[src/sca_pkg.sv]
// constants, offsets and defaults for the service counter and fault annunciator
package sca_pkg;
  // ------------------------------------------------------------
  // clock and timing
  // ------------------------------------------------------------
  localparam longint CLK_HZ = 25_000_000;
  localparam longint HOLD_MS = 3000;
  localparam longint HOUR_S = 3600;
  localparam longint BLINK_HALF_MS = 500;
  localparam longint MSG_MS = 3000;
  localparam longint RESTART_WIN_MS = 10000;
  localparam longint HOLD_CYC_DEF = (CLK_HZ * HOLD_MS + 999) / 1000;
  localparam longint HOUR_CYC_DEF = CLK_HZ * HOUR_S;
  localparam longint BLINK_CYC_DEF = (CLK_HZ * BLINK_HALF_MS) / 1000;
  localparam longint MSG_CYC_DEF = (CLK_HZ * MSG_MS) / 1000;
  localparam longint RESTART_CYC_DEF = (CLK_HZ * RESTART_WIN_MS) / 1000;
  localparam int TW = 40;
  // ------------------------------------------------------------
  // sizes and limits
  // ------------------------------------------------------------
  localparam int NUM_SVC = 8;
  localparam int NUM_FATAL = 8;
  localparam int NUM_NONFATAL = 8;
  localparam int ERR_DEPTH = 30;
  localparam logic [13:0] LIMIT_MAX = 14'h270f;
  localparam logic [13:0] LIMIT_RST [NUM_SVC] = '{14'h0bb8, 14'h0bb8, 14'h0bb8, 14'h1770,
                                                  14'h0000, 14'h0000, 14'h0000, 14'h0000};
  localparam logic [7:0] ACTIVE_RST = 8'h3f;
  // resting contact levels: separator closed, others open
  localparam logic [4:0] REST_RST = 5'h08;
  // ------------------------------------------------------------
  // register map
  // ------------------------------------------------------------
  localparam logic [11:0] OFS_CTRL = 12'h000;
  localparam logic [11:0] OFS_STATUS = 12'h004;
  localparam logic [11:0] OFS_SEL = 12'h008;
  localparam logic [11:0] OFS_ERRIDX = 12'h00c;
  localparam logic [11:0] OFS_ERRDAT = 12'h010;
  localparam logic [11:0] OFS_STARTS = 12'h020;
  localparam logic [11:0] OFS_YOPEN = 12'h024;
  localparam logic [11:0] OFS_WARR = 12'h028;
  localparam logic [11:0] OFS_LOADED = 12'h02c;
  localparam logic [11:0] OFS_LIMIT = 12'h100;
  localparam logic [11:0] OFS_ACC = 12'h140;
  // ctrl fields
  localparam int CB_AUTO = 0;
  localparam int CB_EXT = 1;
  localparam int CB_SERVICE = 2;
  localparam int CB_ERRCLR = 3;
  localparam int CB_REST = 8;
  // error codes shown on the message line
  localparam logic [7:0] CODE_FATAL = 8'h01;
  localparam logic [7:0] CODE_NONFATAL = 8'h40;
  localparam logic [7:0] CODE_SVC = 8'h60;
  localparam logic [1:0] RESP_OKAY = 2'h0;
  localparam logic [1:0] RESP_SLVERR = 2'h2;
endpackage : sca_pkg

[src/sca_top.sv]
// service counters, operating tallies and fault annunciation with axi4-lite registers
// ------------------------------------------------------------
// top module
// ------------------------------------------------------------
// Notes on behaviour
// - eight service counters, six fixed, two general ones start inactive.
// - each counter hour limit settable from 0 to 9999.
// - hour counters advance only while compressing or idling.
// - hour limit and date limit checked independently.
// - reaching either limit raises a non-critical error and message.
// - limit 0000 disables hours, year 00 disables date check.
// - cancel key held over three seconds clears selected counter and date.
// - four tallies from zero: starts, y-valve openings, warranty, loaded hours.
// - any active error pulses maintenance lamp and shows a message.
// - fatal error without external control toggles fault blink at 1 Hz.
// - fault line low while a fatal error is active.
// - error stays latched until cause gone and confirm key pressed.
// - errors recorded in a list, erased only with service access.
// - any fatal error switches the compressor off at once.
// - fatal cause gone quickly with auto restart on restarts compressor.
// - no restart while any critical error remains active.
// - non-fatal errors only inform, never stop the compressor.
// - inverter fault shows its number, decoded per inverter type.
// - event shows a message for seconds, then display returns.
// - separator rests closed, other binary inputs rest open.
// - error list holds the thirty latest errors.
// - auto restart only when enabled, disabled after reset.
// - active level of each binary input is configurable.
module sca_top
  import sca_pkg::*;
#(
  parameter logic [sca_pkg::TW-1:0] HOLD_CYC = sca_pkg::TW'(sca_pkg::HOLD_CYC_DEF),
  parameter logic [sca_pkg::TW-1:0] HOUR_CYC = sca_pkg::TW'(sca_pkg::HOUR_CYC_DEF),
  parameter logic [sca_pkg::TW-1:0] BLINK_CYC = sca_pkg::TW'(sca_pkg::BLINK_CYC_DEF),
  parameter logic [sca_pkg::TW-1:0] MSG_CYC = sca_pkg::TW'(sca_pkg::MSG_CYC_DEF),
  parameter logic [sca_pkg::TW-1:0] RESTART_CYC = sca_pkg::TW'(sca_pkg::RESTART_CYC_DEF)
) (
  input wire logic aclk,
  input wire logic aresetn,
  input wire logic [11:0] awaddr,
  input wire logic awvalid,
  output logic awready,
  input wire logic [31:0] wdata,
  input wire logic [3:0] wstrb,
  input wire logic wvalid,
  output logic wready,
  output logic [1:0] bresp,
  output logic bvalid,
  input wire logic bready,
  input wire logic [11:0] araddr,
  input wire logic arvalid,
  output logic arready,
  output logic [31:0] rdata,
  output logic [1:0] rresp,
  output logic rvalid,
  input wire logic rready,
  input wire logic compressing,
  input wire logic idle_running,
  input wire logic run_request,
  input wire logic y_valve_open,
  input wire logic [4:0] sensor_raw,
  input wire logic [sca_pkg::NUM_FATAL-2:0] fatal_cause_in,
  input wire logic [sca_pkg::NUM_NONFATAL-5:0] nonfatal_cause_in,
  input wire logic inverter_fault,
  input wire logic inverter_type,
  input wire logic [3:0] inverter_code,
  input wire logic event_strobe,
  input wire logic [7:0] event_code,
  input wire logic [15:0] cur_date,
  input wire logic cancel_key,
  input wire logic confirm_key,
  output logic motor_enable,
  output logic maintenance_lamp,
  output logic fault_blink,
  output logic fault_n,
  output logic [7:0] msg_id,
  output logic [4:0] inv_name_idx
);
  import sca_pkg::*;
  localparam int NE = NUM_FATAL + NUM_NONFATAL + NUM_SVC;

  logic [31:0] ctrl_reg;
  logic [2:0] sel_reg;
  logic [4:0] erridx_reg;
  logic [31:0] tally_reg [4];
  logic [13:0] lim_reg [NUM_SVC];
  logic [15:0] date_reg [NUM_SVC];
  logic [NUM_SVC-1:0] act_reg;
  logic [15:0] acc_reg [NUM_SVC];
  logic [NUM_FATAL-1:0] fat_reg;
  logic [NUM_NONFATAL-1:0] nf_reg;
  logic [NUM_SVC-1:0] svc_reg;
  logic [NE-1:0] prev_reg;
  logic [7:0] elist [ERR_DEPTH];
  logic [4:0] wptr_reg;
  logic [5:0] ecnt_reg;
  logic [TW-1:0] hour_pre_reg, load_pre_reg, hold_reg, blink_cnt_reg, msg_cnt_reg, rst_win_reg;
  logic hold_done_reg, blink_reg, conf_prev_reg, motor_prev_reg, y_prev_reg;
  logic [7:0] evt_reg;
  logic wr_en, rd_en;
  logic [31:0] wmask, rd_val;
  logic rd_ok, wr_ok;
  logic [4:0] sens_act;
  logic [NUM_FATAL-1:0] fat_cause;
  logic [NUM_NONFATAL-1:0] nf_cause;
  logic [NUM_SVC-1:0] exceeded;
  logic active_run, hour_tick, load_tick, conf_pulse, svc_clear, any_fatal, any_err;
  logic [NE-1:0] err_vec;
  logic [7:0] new_code, err_code, msg_next;
  logic new_err;

  // ------------------------------------------------------------
  // axi4-lite slave
  // ------------------------------------------------------------
  assign wr_en = awvalid && wvalid && !awready && !bvalid;
  assign rd_en = arvalid && !arready && !rvalid;
  assign wmask = {{8{wstrb[3]}}, {8{wstrb[2]}}, {8{wstrb[1]}}, {8{wstrb[0]}}};

  always_ff @(posedge aclk) begin
    if (!aresetn) begin
      awready <= 1'b0;
      wready <= 1'b0;
      bvalid <= 1'b0;
      bresp <= RESP_OKAY;
    end else begin
      awready <= wr_en;
      wready <= wr_en;
      if (wr_en) begin
        bvalid <= 1'b1;
        bresp <= wr_ok ? RESP_OKAY : RESP_SLVERR;
      end else if (bready) begin
        bvalid <= 1'b0;
      end
    end
  end

  always_ff @(posedge aclk) begin
    if (!aresetn) begin
      arready <= 1'b0;
      rvalid <= 1'b0;
      rdata <= 32'h0;
      rresp <= RESP_OKAY;
    end else begin
      arready <= rd_en;
      if (rd_en) begin
        rvalid <= 1'b1;
        rdata <= rd_val;
        rresp <= rd_ok ? RESP_OKAY : RESP_SLVERR;
      end else if (rready) begin
        rvalid <= 1'b0;
      end
    end
  end

  always_comb begin
    wr_ok = (awaddr == OFS_CTRL) || (awaddr == OFS_SEL) || (awaddr == OFS_ERRIDX) ||
            (awaddr[11:5] == OFS_STARTS[11:5] && awaddr[4] == 1'b0 && awaddr[1:0] == 2'h0) ||
            (awaddr[11:5] == OFS_LIMIT[11:5] && awaddr[1:0] == 2'h0);
    rd_ok = 1'b1;
    rd_val = 32'h0;
    case (araddr)
      OFS_CTRL: rd_val = ctrl_reg;
      OFS_STATUS: rd_val = {svc_reg, nf_reg, fat_reg, 5'h0, any_err, run_request && !any_fatal, motor_enable};
      OFS_SEL: rd_val = {29'h0, sel_reg};
      OFS_ERRIDX: rd_val = {26'h0, ecnt_reg};
      OFS_ERRDAT: rd_val = {24'h0, elist[erridx_reg]};
      default: begin
        if (araddr[11:4] == OFS_STARTS[11:4] && araddr[1:0] == 2'h0) begin
          rd_val = tally_reg[araddr[3:2]];
        end else if (araddr[11:5] == OFS_LIMIT[11:5] && araddr[1:0] == 2'h0) begin
          rd_val = {date_reg[araddr[4:2]], act_reg[araddr[4:2]], 1'b0, lim_reg[araddr[4:2]]};
        end else if (araddr[11:5] == OFS_ACC[11:5] && araddr[1:0] == 2'h0) begin
          rd_val = {16'h0, acc_reg[araddr[4:2]]};
        end else begin
          rd_ok = 1'b0;
        end
      end
    endcase
  end

  // ------------------------------------------------------------
  // control registers
  // ------------------------------------------------------------
  always_ff @(posedge aclk) begin
    if (!aresetn) begin
      ctrl_reg <= {19'h0, REST_RST, 8'h0};
      sel_reg <= 3'h0;
      erridx_reg <= 5'h0;
    end else if (wr_en) begin
      if (awaddr == OFS_CTRL) begin
        ctrl_reg <= ((ctrl_reg & ~wmask) | (wdata & wmask)) & 32'h00001f07;
      end
      if (awaddr == OFS_SEL && wstrb[0]) begin
        sel_reg <= wdata[2:0];
      end
      if (awaddr == OFS_ERRIDX && wstrb[0] && wdata[4:0] < 5'(ERR_DEPTH)) begin
        erridx_reg <= wdata[4:0];
      end
    end
  end

  // ------------------------------------------------------------
  // binary inputs and error causes
  // ------------------------------------------------------------
  // contact differs from resting level
  // resting level per input from ctrl
  assign sens_act = sensor_raw ^ ctrl_reg[CB_REST+:5];
  assign fat_cause = {fatal_cause_in, sens_act[0]};
  assign nf_cause = {nonfatal_cause_in, sens_act[4:1]};
  assign conf_pulse = confirm_key && !conf_prev_reg;
  assign any_fatal = |fat_reg;
  assign any_err = any_fatal || (|nf_reg) || (|svc_reg);
  assign err_vec = {svc_reg, nf_reg, fat_reg};

  // latched until cause gone and confirm; set wins
  always_ff @(posedge aclk) begin
    if (!aresetn) begin
      fat_reg <= '0;
      nf_reg <= '0;
      svc_reg <= '0;
      conf_prev_reg <= 1'b0;
      rst_win_reg <= '0;
    end else begin
      conf_prev_reg <= confirm_key;
      nf_reg <= nf_cause | (conf_pulse ? (nf_reg & nf_cause) : nf_reg);
      svc_reg <= exceeded | (conf_pulse ? (svc_reg & exceeded) : svc_reg);
      // quick recovery with auto restart drops the latch
      if (any_fatal && fat_cause == '0 && ctrl_reg[CB_AUTO] && rst_win_reg < RESTART_CYC) begin
        fat_reg <= '0;
      end else begin
        fat_reg <= fat_cause | (conf_pulse ? (fat_reg & fat_cause) : fat_reg);
      end
      rst_win_reg <= any_fatal ? ((rst_win_reg < RESTART_CYC) ? rst_win_reg + 1'b1 : rst_win_reg) : '0;
    end
  end

  // ------------------------------------------------------------
  // compressor enable
  // ------------------------------------------------------------
  always_ff @(posedge aclk) begin
    if (!aresetn) begin
      motor_enable <= 1'b0;
    end else begin
      motor_enable <= run_request && !any_fatal && fat_cause == '0;
    end
  end

  // ------------------------------------------------------------
  // hour prescalers and counters
  // ------------------------------------------------------------
  // only compressing or idle time counts
  assign active_run = compressing || idle_running;
  // one tick per full hour of active time
  assign hour_tick = active_run && hour_pre_reg == HOUR_CYC - 1'b1;
  assign load_tick = y_valve_open && load_pre_reg == HOUR_CYC - 1'b1;
  assign svc_clear = cancel_key && !hold_done_reg && hold_reg == HOLD_CYC - 1'b1;

  always_ff @(posedge aclk) begin
    if (!aresetn) begin
      hour_pre_reg <= '0;
      load_pre_reg <= '0;
    end else begin
      // fractional hours are kept across stops
      if (active_run) begin
        hour_pre_reg <= hour_tick ? '0 : hour_pre_reg + 1'b1;
      end
      if (y_valve_open) begin
        load_pre_reg <= load_tick ? '0 : load_pre_reg + 1'b1;
      end
    end
  end

  always_ff @(posedge aclk) begin
    if (!aresetn) begin
      hold_reg <= '0;
      hold_done_reg <= 1'b0;
    end else if (!cancel_key) begin
      hold_reg <= '0;
      hold_done_reg <= 1'b0;
    end else begin
      // hold time measured, one clear per hold
      hold_reg <= svc_clear ? hold_reg : hold_reg + 1'b1;
      if (svc_clear) begin
        hold_done_reg <= 1'b1;
      end
    end
  end

  genvar gi;
  generate
    for (gi = 0; gi < NUM_SVC; gi++) begin : g_svc
      // zero limit or zero year disables
      assign exceeded[gi] = act_reg[gi] && ((lim_reg[gi] != 14'h0 && acc_reg[gi] >= {2'h0, lim_reg[gi]}) ||
                            (date_reg[gi][15:8] != 8'h0 && cur_date >= date_reg[gi]));
      always_ff @(posedge aclk) begin
        if (!aresetn) begin
          // six fixed counters active, two idle
          act_reg[gi] <= ACTIVE_RST[gi];
          lim_reg[gi] <= LIMIT_RST[gi];
          date_reg[gi] <= 16'h0;
          acc_reg[gi] <= 16'h0;
        end else begin
          if (svc_clear && sel_reg == 3'(gi)) begin
            acc_reg[gi] <= 16'h0;
            date_reg[gi] <= 16'h0;
          end else begin
            if (hour_tick && act_reg[gi] && acc_reg[gi] != 16'hffff) begin
              acc_reg[gi] <= acc_reg[gi] + 1'b1;
            end
            if (wr_en && awaddr == OFS_LIMIT + 12'(4 * gi)) begin
              if (wstrb[3] && wstrb[2]) begin
                date_reg[gi] <= wdata[31:16];
              end
              if (wstrb[1] && wstrb[0]) begin
                act_reg[gi] <= wdata[15];
                if (wdata[13:0] <= LIMIT_MAX) begin
                  lim_reg[gi] <= wdata[13:0];
                end
              end
            end
          end
        end
      end
    end
  endgenerate

  // ------------------------------------------------------------
  // operating tallies
  // ------------------------------------------------------------
  always_ff @(posedge aclk) begin
    if (!aresetn) begin
      for (int i = 0; i < 4; i++) begin
        tally_reg[i] <= 32'h0;
      end
      motor_prev_reg <= 1'b0;
      y_prev_reg <= 1'b0;
    end else begin
      motor_prev_reg <= motor_enable;
      y_prev_reg <= y_valve_open;
      // starts, openings, warranty and loaded hours
      tally_reg[0] <= tally_reg[0] + {31'h0, motor_enable && !motor_prev_reg};
      tally_reg[1] <= tally_reg[1] + {31'h0, y_valve_open && !y_prev_reg};
      tally_reg[2] <= tally_reg[2] + {31'h0, hour_tick};
      tally_reg[3] <= tally_reg[3] + {31'h0, load_tick};
      // service may overwrite a tally
      if (wr_en && ctrl_reg[CB_SERVICE] && awaddr[11:4] == OFS_STARTS[11:4] && awaddr[1:0] == 2'h0) begin
        tally_reg[awaddr[3:2]] <= (tally_reg[awaddr[3:2]] & ~wmask) | (wdata & wmask);
      end
    end
  end

  // ------------------------------------------------------------
  // error list
  // ------------------------------------------------------------
  // lowest new error wins; simultaneous onsets beyond it are not listed
  always_comb begin
    new_err = 1'b0;
    new_code = 8'h0;
    for (int i = NE - 1; i >= 0; i--) begin
      if (err_vec[i] && !prev_reg[i]) begin
        new_err = 1'b1;
        new_code = (i < NUM_FATAL) ? CODE_FATAL + 8'(i) :
                   (i < NUM_FATAL + NUM_NONFATAL) ? CODE_NONFATAL + 8'(i - NUM_FATAL) :
                   CODE_SVC + 8'(i - NUM_FATAL - NUM_NONFATAL);
      end
    end
  end

  always_ff @(posedge aclk) begin
    if (!aresetn) begin
      prev_reg <= '0;
      wptr_reg <= 5'h0;
      ecnt_reg <= 6'h0;
      for (int i = 0; i < ERR_DEPTH; i++) begin
        elist[i] <= 8'h0;
      end
    end else begin
      prev_reg <= err_vec;
      if (wr_en && awaddr == OFS_CTRL && wstrb[0] && wdata[CB_ERRCLR] && ctrl_reg[CB_SERVICE]) begin
        // an onset in the clearing cycle is kept as the first entry
        if (new_err) begin
          elist[0] <= new_code;
        end
        wptr_reg <= new_err ? 5'h1 : 5'h0;
        ecnt_reg <= new_err ? 6'h1 : 6'h0;
      end else if (new_err) begin
        elist[wptr_reg] <= new_code;
        wptr_reg <= (wptr_reg == 5'(ERR_DEPTH - 1)) ? 5'h0 : wptr_reg + 1'b1;
        if (ecnt_reg != 6'(ERR_DEPTH)) begin
          ecnt_reg <= ecnt_reg + 1'b1;
        end
      end
    end
  end

  // ------------------------------------------------------------
  // lamps, status lines and display
  // ------------------------------------------------------------
  always_ff @(posedge aclk) begin
    if (!aresetn) begin
      blink_cnt_reg <= '0;
      blink_reg <= 1'b0;
      maintenance_lamp <= 1'b0;
      fault_blink <= 1'b0;
      fault_n <= 1'b1;
    end else begin
      blink_cnt_reg <= (blink_cnt_reg == BLINK_CYC - 1'b1) ? '0 : blink_cnt_reg + 1'b1;
      if (blink_cnt_reg == BLINK_CYC - 1'b1) begin
        blink_reg <= !blink_reg;
      end
      maintenance_lamp <= any_err && blink_reg;
      // 1 hz blink unless external control
      fault_blink <= any_fatal && !ctrl_reg[CB_EXT] && blink_reg;
      fault_n <= !any_fatal;
    end
  end

  always_comb begin
    err_code = 8'h0;
    for (int i = NE - 1; i >= 0; i--) begin
      if (err_vec[i]) begin
        err_code = (i < NUM_FATAL) ? CODE_FATAL + 8'(i) :
                   (i < NUM_FATAL + NUM_NONFATAL) ? CODE_NONFATAL + 8'(i - NUM_FATAL) :
                   CODE_SVC + 8'(i - NUM_FATAL - NUM_NONFATAL);
      end
    end
    // event message overlays, then prior view returns
    msg_next = (msg_cnt_reg != '0) ? evt_reg : err_code;
  end

  always_ff @(posedge aclk) begin
    if (!aresetn) begin
      msg_cnt_reg <= '0;
      evt_reg <= 8'h0;
      msg_id <= 8'h0;
      inv_name_idx <= 5'h0;
    end else begin
      if (event_strobe) begin
        msg_cnt_reg <= MSG_CYC;
        evt_reg <= event_code;
      end else if (msg_cnt_reg != '0) begin
        msg_cnt_reg <= msg_cnt_reg - 1'b1;
      end
      msg_id <= msg_next;
      // code plus type selects one of 32 names
      inv_name_idx <= inverter_fault ? {inverter_type, inverter_code} : 5'h0;
    end
  end
endmodule : sca_top

[config.mk]
export PLATFORM = sky130hd
export DESIGN_NAME = sca_top
export DESIGN_NICKNAME = d
export VERILOG_FILES = /design/src/sca_pkg.sv /design/src/sca_top.sv
export SDC_FILE = /design/constraint.sdc
export NUM_CORES = 2
export LEC_CHECK = 0
export BUFFER_PORTS_ARGS = -buffer_cell sky130_fd_sc_hd__buf_2
export CORE_ASPECT_RATIO = 1.75
export CORE_MARGIN = 2
export CORE_UTILIZATION = 59
export CTS_BUF_LIST = sky130_fd_sc_hd__clkbuf_8
export DETAILED_ROUTE_END_ITERATION = 12
export GPL_ROUTABILITY_DRIVEN = 0
export GPL_TIMING_DRIVEN = 1
export PLACE_DENSITY_LB_ADDON = 0.3
export SLEW_MARGIN = 20
export SYNTH_ARGS = -nofsm -noshare
export SYNTH_HDL_FRONTEND = slang
export SYNTH_SLANG_ARGS = --single-unit
[constraint.sdc]
create_clock -name aclk -period 3.6 [get_ports aclk]
set_input_delay 0.72 -clock aclk [delete_from_list [all_inputs] [get_ports aclk]]
set_output_delay 0.72 -clock aclk [all_outputs]
set_load 0.03 [all_outputs]
Yosys cells after proc, flatten, opt, wreduce, memory -nomap -nowiden
Memories as Yosys holds them, arrays and structs flattened. A register that Yosys moved wholly into a read port is not among the register bits.
Index checks and enable logic that the tools add are counted.
Widths: inputs -> output; s select.
Cells by class
  reductions and logical operators: 219
  magnitude comparators: 20
  add/sub/neg operators: 20
  equal/unequal tests: 41
  muxes and demuxes: 289
  bitwise gates (word level): 68
Operator list (count)
  $mux 16: 33
  $mux 8: 52
  $add 40x1->40 const B: 5
  $mux 32: 6
  $mux 1: 171
  $pmux 32 s5: 1
  $add 16x1->16 const B: 8
  $add 32x1->32: 4
  $ge 16x14->1: 8
  $ge 16x16->1: 8
  $ne 16x16->1 const B: 8
  $logic_and 1x1->1: 118
  $mux 14: 8
  $reduce_bool 14->1: 8
  $eq 12x9->1 const B: 8
  $eq 40x37->1 const B: 2
  $mux 40: 2
  $and 32x32->32: 2
  $reduce_bool 8->1: 8
  $mux 27: 2
  $eq 12x4->1 const B: 4
  $or 1x1->1: 45
  $eq 40x24->1 const B: 1
  $eq 40x27->1 const B: 1
  43 further kinds: 144
Word-level totals
  memory bits (writable): 736
  flip-flop bits (word level): 393
  word-level logic and storage cells: 705
  input bits: 120
  memories kept: 5
  output and inout port bits: 58
Memory list
  elist: words 30, width 8, read ports 1, clocked after memory_dff 1, wr ports 30, line sca_top.sv:94  | logic [7:0] elist [ERR_DEPTH];
  acc_reg: words 8, width 16, read ports 9, clocked after memory_dff 0, wr ports 8, line sca_top.sv:89  | logic [15:0] acc_reg [NUM_SVC];
  date_reg: words 8, width 16, read ports 9, clocked after memory_dff 0, wr ports 8, line sca_top.sv:87  | logic [15:0] date_reg [NUM_SVC];
  tally_reg: words 4, width 32, read ports 6, clocked after memory_dff 0, wr ports 5, line sca_top.sv:85  | logic [31:0] tally_reg [4];
  lim_reg: words 8, width 14, read ports 9, clocked after memory_dff 0, wr ports 8, line sca_top.sv:86  | logic [13:0] lim_reg [NUM_SVC];

Longest topological paths before layout
  depth after elaboration: 32
  mapped depth: 14

Least setup slack after synthesis
Ideal clock, no wire load.
  kind: input -> register
  from: in awvalid
  to: mem date_reg[1][0] (enable)
  buffers on the path: 0
  cell stages on the path: 4
  setup time: 411 ps
  data arrival time: 3160 ps
  slack: 29 ps
  cells stage by stage: or4bb_1 -> or3_1 -> or3_1 -> o21ai_0
RTL lines
  start: declaration: line sca_top.sv:41  | input wire logic awvalid,
  end: declaration: line sca_top.sv:87

==> run summary <==
The flow ran to the end, and the final reports show no timing, DRC or antenna violations. Summing the areas of all and, or, nand and nor instances in the mapped netlist gives 20.5% of the synthesized area. For the number of nets with antenna violations after routing, the log shows 0.

Kind of end point of the critical path: a flop. In the post-route analysis, the smallest setup slack over all paths is 262 ps. The number of vias per cell after detailed routing was 6.58. The aggregate global routing overflow was 0. Setup violations remaining at the end of the flow were counted as 0. The die is 244 um wide. Summed over all nets, the half-perimeter wirelength after detailed placement is 147 mm.

Post-CTS setup-driven buffer insertion count: 0. For the combined global-route utilization of all metal layers, the log shows 38.6%. The total number of nets in the final design is 6624. The mapped netlist covers 59500 um^2. Cells with a size suffix above 1 make up 14.2% of the layout.

The flip-flop count of the largest register, all copies and words added is 192. The portion of synthesized area spent on multiplexers is 9.75%. VDD sags by at most 419 uV. For this run, the number of standard cells in the final layout without fillers is 7720.

The worst setup path is of the flop to flop kind. For the summed negative setup slack over all endpoints, the log shows 0 ps. The logs give 35 for the number of antenna violations at the first check in global routing and 88 for the count of distinct cell types in the synthesized netlist. Worst slew margin relative to its limit: 29.8%. The total clock buffers created by CTS was 157; the number of I/O pins was 178. For the finished layout, the period the worst path requires is 3340 ps.

The average size of a mapped cell is 9.98 um^2, and the die outline area is 104000 um^2. Timing analysis after detailed placement gives a worst setup slack of 165 ps. The tools report the clock skew as 36.7 ps. Of the post-synthesis cell area, the dominant cell type holds 28.3%.

In this run, synthesis inferred 560 flip-flops with an integrated enable. For this run, the leading register cell type out of synthesis is sky130_fd_sc_hd__edfxtp_1. In the final routed layout, each cell accounts on average for 26.0 um.

The kind of start point of the critical path was a flop. Summed over all cells, the static leakage comes to 24.9 nW. After clock tree synthesis, the clock-pin slew on the worst setup and hold paths is 70 ps. After detailed routing, the number of remaining DRC violations is 0. Register containing the most flip-flops in the final layout: elist.

Sorting the synthesized cells by area gives the leading types as sky130_fd_sc_hd__edfxtp_1, sky130_fd_sc_hd__dfxtp_1, sky130_fd_sc_hd__mux4_2. Data on the critical path is required at its endpoint by 4140 ps. Compared with the post-synthesis result, the final layout area differs by 11.1%. The first global-routing pass estimated 298 mm of wire.

Of all cell types, the one taking the most synthesized area is sky130_fd_sc_hd__edfxtp_1. The slowest stage of the critical path belongs to the cell sky130_fd_sc_hd__or4_1. The tools report the routed wire length as 201 mm.

Fmax: 300 MHz. The signal on the critical path passes through or4_1 > nor4_1 > nand4_1 > nor2_1 > a21oi_1 > a21bo_2. The placeable core region came out at 100000 um^2. The core utilization of the finished layout came out at 65.8%.

TritonCTS built the clock tree. The first TritonRoute pass finished after 8 iterations. The number of global-route vias before repair is 49700. The tightest min-delay check is of the input pin to flop type. The worst-case clock buffer depth came out at 3.

For the worst setup path, the data arrival time is 3880 ps. The tree built by TritonCTS fans out to 1084 sinks. The root buffer cell is sky130_fd_sc_hd__clkbuf_8. Power spread over the standard cell area amounts to 405 nW/um^2.

At the later pin of the worst-skew pair, clock insertion delay measures 910 ps. The number of warnings issued by yosys was 0. The tools report the initial standard-cell utilization of the core as 59.3%.

The floorplan die height works out to 424 um. The count of endpoints failing hold in the final timing report came out at 0. The number of placed instances, taps included, is 7392. Of the total synthesized cell area, the portion taken by full adders, half adders and majority gates is 5.64%.

The post-synthesis sequential area ratio was 45.9%. The max-cap check violation count was 0. In this run the core area contains 154 standard-cell rows. The delay of the slowest critical-path stage came out at 570 ps. Setup repair after global routing left no endpoint under its margin.

The synthesized netlist devotes 7.80% of its cell area to compound gates. The number of port buffers is 175. The first-iteration detailed-routing DRC count was 5964; the largest net degree at the start of global routing was 99. At the pin with the least slew margin, the transition time is 1030 ps. The run gives 0 as the number of max-slew violations in the final report. The maximum net fanout on the critical path was 16. The via total after detailed routing came out at 50800. The total power came out at 26.8 mW. After synthesis, the largest family of logic cells by area is simple AND/OR/NAND/NOR gates. The synthesized design contains 1084 register bits. CTS built an H-tree with a depth of 4. Counting flops with an async set or reset pin after synthesis yields a share of 0%. Of the available clock period, the critical path in the final layout requires 92.7%. The run gives 5963 as the synthesized instance count. Summing the areas of all xor and xnor instances in the mapped netlist gives 6.36% of the synthesized area.
-- final timing paths --
kind	from	endpoint	slack [ps]	cells after the start
worst max-delay path	hold_reg[32]	date_reg[0][0]	260	6
worst min-delay path	event_code[7]	evt_reg[7]	80	3
worst max register to register	hold_reg[32]	date_reg[0][0]	260	6
worst min register to register	evt_reg[3]	msg_id[3]	450	2
-- area by class of cell --
class	count	area, um^2
Clock inverter	110	717
Clock buffer	178	2450
Inverter	335	1260
Antenna cell	29	72.6
Multi-Input combinational cell	4259	29900
Tap cell	1326	1660
Fill cell	7838	34300
Timing Repair Buffer	399	2760
Sequential cell	1084	27300
-- layer usage --
metal	GRT usage (%)	routed length, um	part of all wire [%]	up-vias
met5	0.0474	126	0.063	-
met3	11.5	23200	12	1121
met2	63.4	93700	47	3386
li1	-	-	-	22200
met4	31.9	20500	10	24
met1	40.9	63100	31	24000
-- cells in the final DEF, fill, tap and decap left out, types with 172 or more instances in the layout --
cell type                  synthesis  layout
sky130_fd_sc_hd__mux4_2          217     217
sky130_fd_sc_hd__dfxtp_1         524     521
sky130_fd_sc_hd__buf_4             5     201
sky130_fd_sc_hd__inv_1           334     389
sky130_fd_sc_hd__buf_2            52     172
sky130_fd_sc_hd__a21oi_1         180     179
sky130_fd_sc_hd__xor2_1          238     238
sky130_fd_sc_hd__clkbuf_8          0     180
sky130_fd_sc_hd__edfxtp_1        560     560
sky130_fd_sc_hd__nand3_1         276     276
sky130_fd_sc_hd__ha_1            268     268
sky130_fd_sc_hd__xnor2_1         194     194
sky130_fd_sc_hd__o21ai_0         236     222
sky130_fd_sc_hd__nand2_1         488     487
sky130_fd_sc_hd__nor2_1          831     831
-- critical path, delay by kind of cell, from the launching register on --
kind / cells / cell delay [ps]
compound gates: 2 / 720
simple gates: 4 / 1880
flops: 1 / 340
-- Yosys cell counts, drive strengths merged (51+ instances only) --
cell      n
nor2    832
edfxtp  560
dfxtp   524
nand2   488
inv     334
nand3   276
ha      268
xor2    238
o21ai   237
mux4    217
xnor2   194
clkbuf  187
a21oi   180
nand4   159
nor3    149
nor4    127
and3    110
buf      99
mux2i    80
and2     77
nand2b   54
or3      51
-- kinds of logic after synthesis --
logic type / count (synthesis)
compound gates: 745
xor+xnor: 432
fa+ha+maj: 268
mux: 307
simple gates: 2505
buf+inv: 621
flops: 1084
other cells: 1
-- through the flow --
step                      area (um^2)  hold slack, ps
final                           66100            76.5
after global routing            66000            48.6
after CTS                       66000           0.915
after detailed placement        62700             451
after global placement          62700             442
after floorplan                 59500             414
-- power by group --
part           leakage (nW)  switching, mW  internal (mW)
logic                  13.2           1.84           1.01
clock network          1.82           5.02           5.13
registers              9.80          0.439           13.3
-- timing repair --
action,4_1_cts,5_1_grt
endpoints found under the hold margin,11,0
hold buffers,11,0
endpoints found under the setup margin,0,1
gates resized for setup,0,2
(Power assumes the default switching activity.)
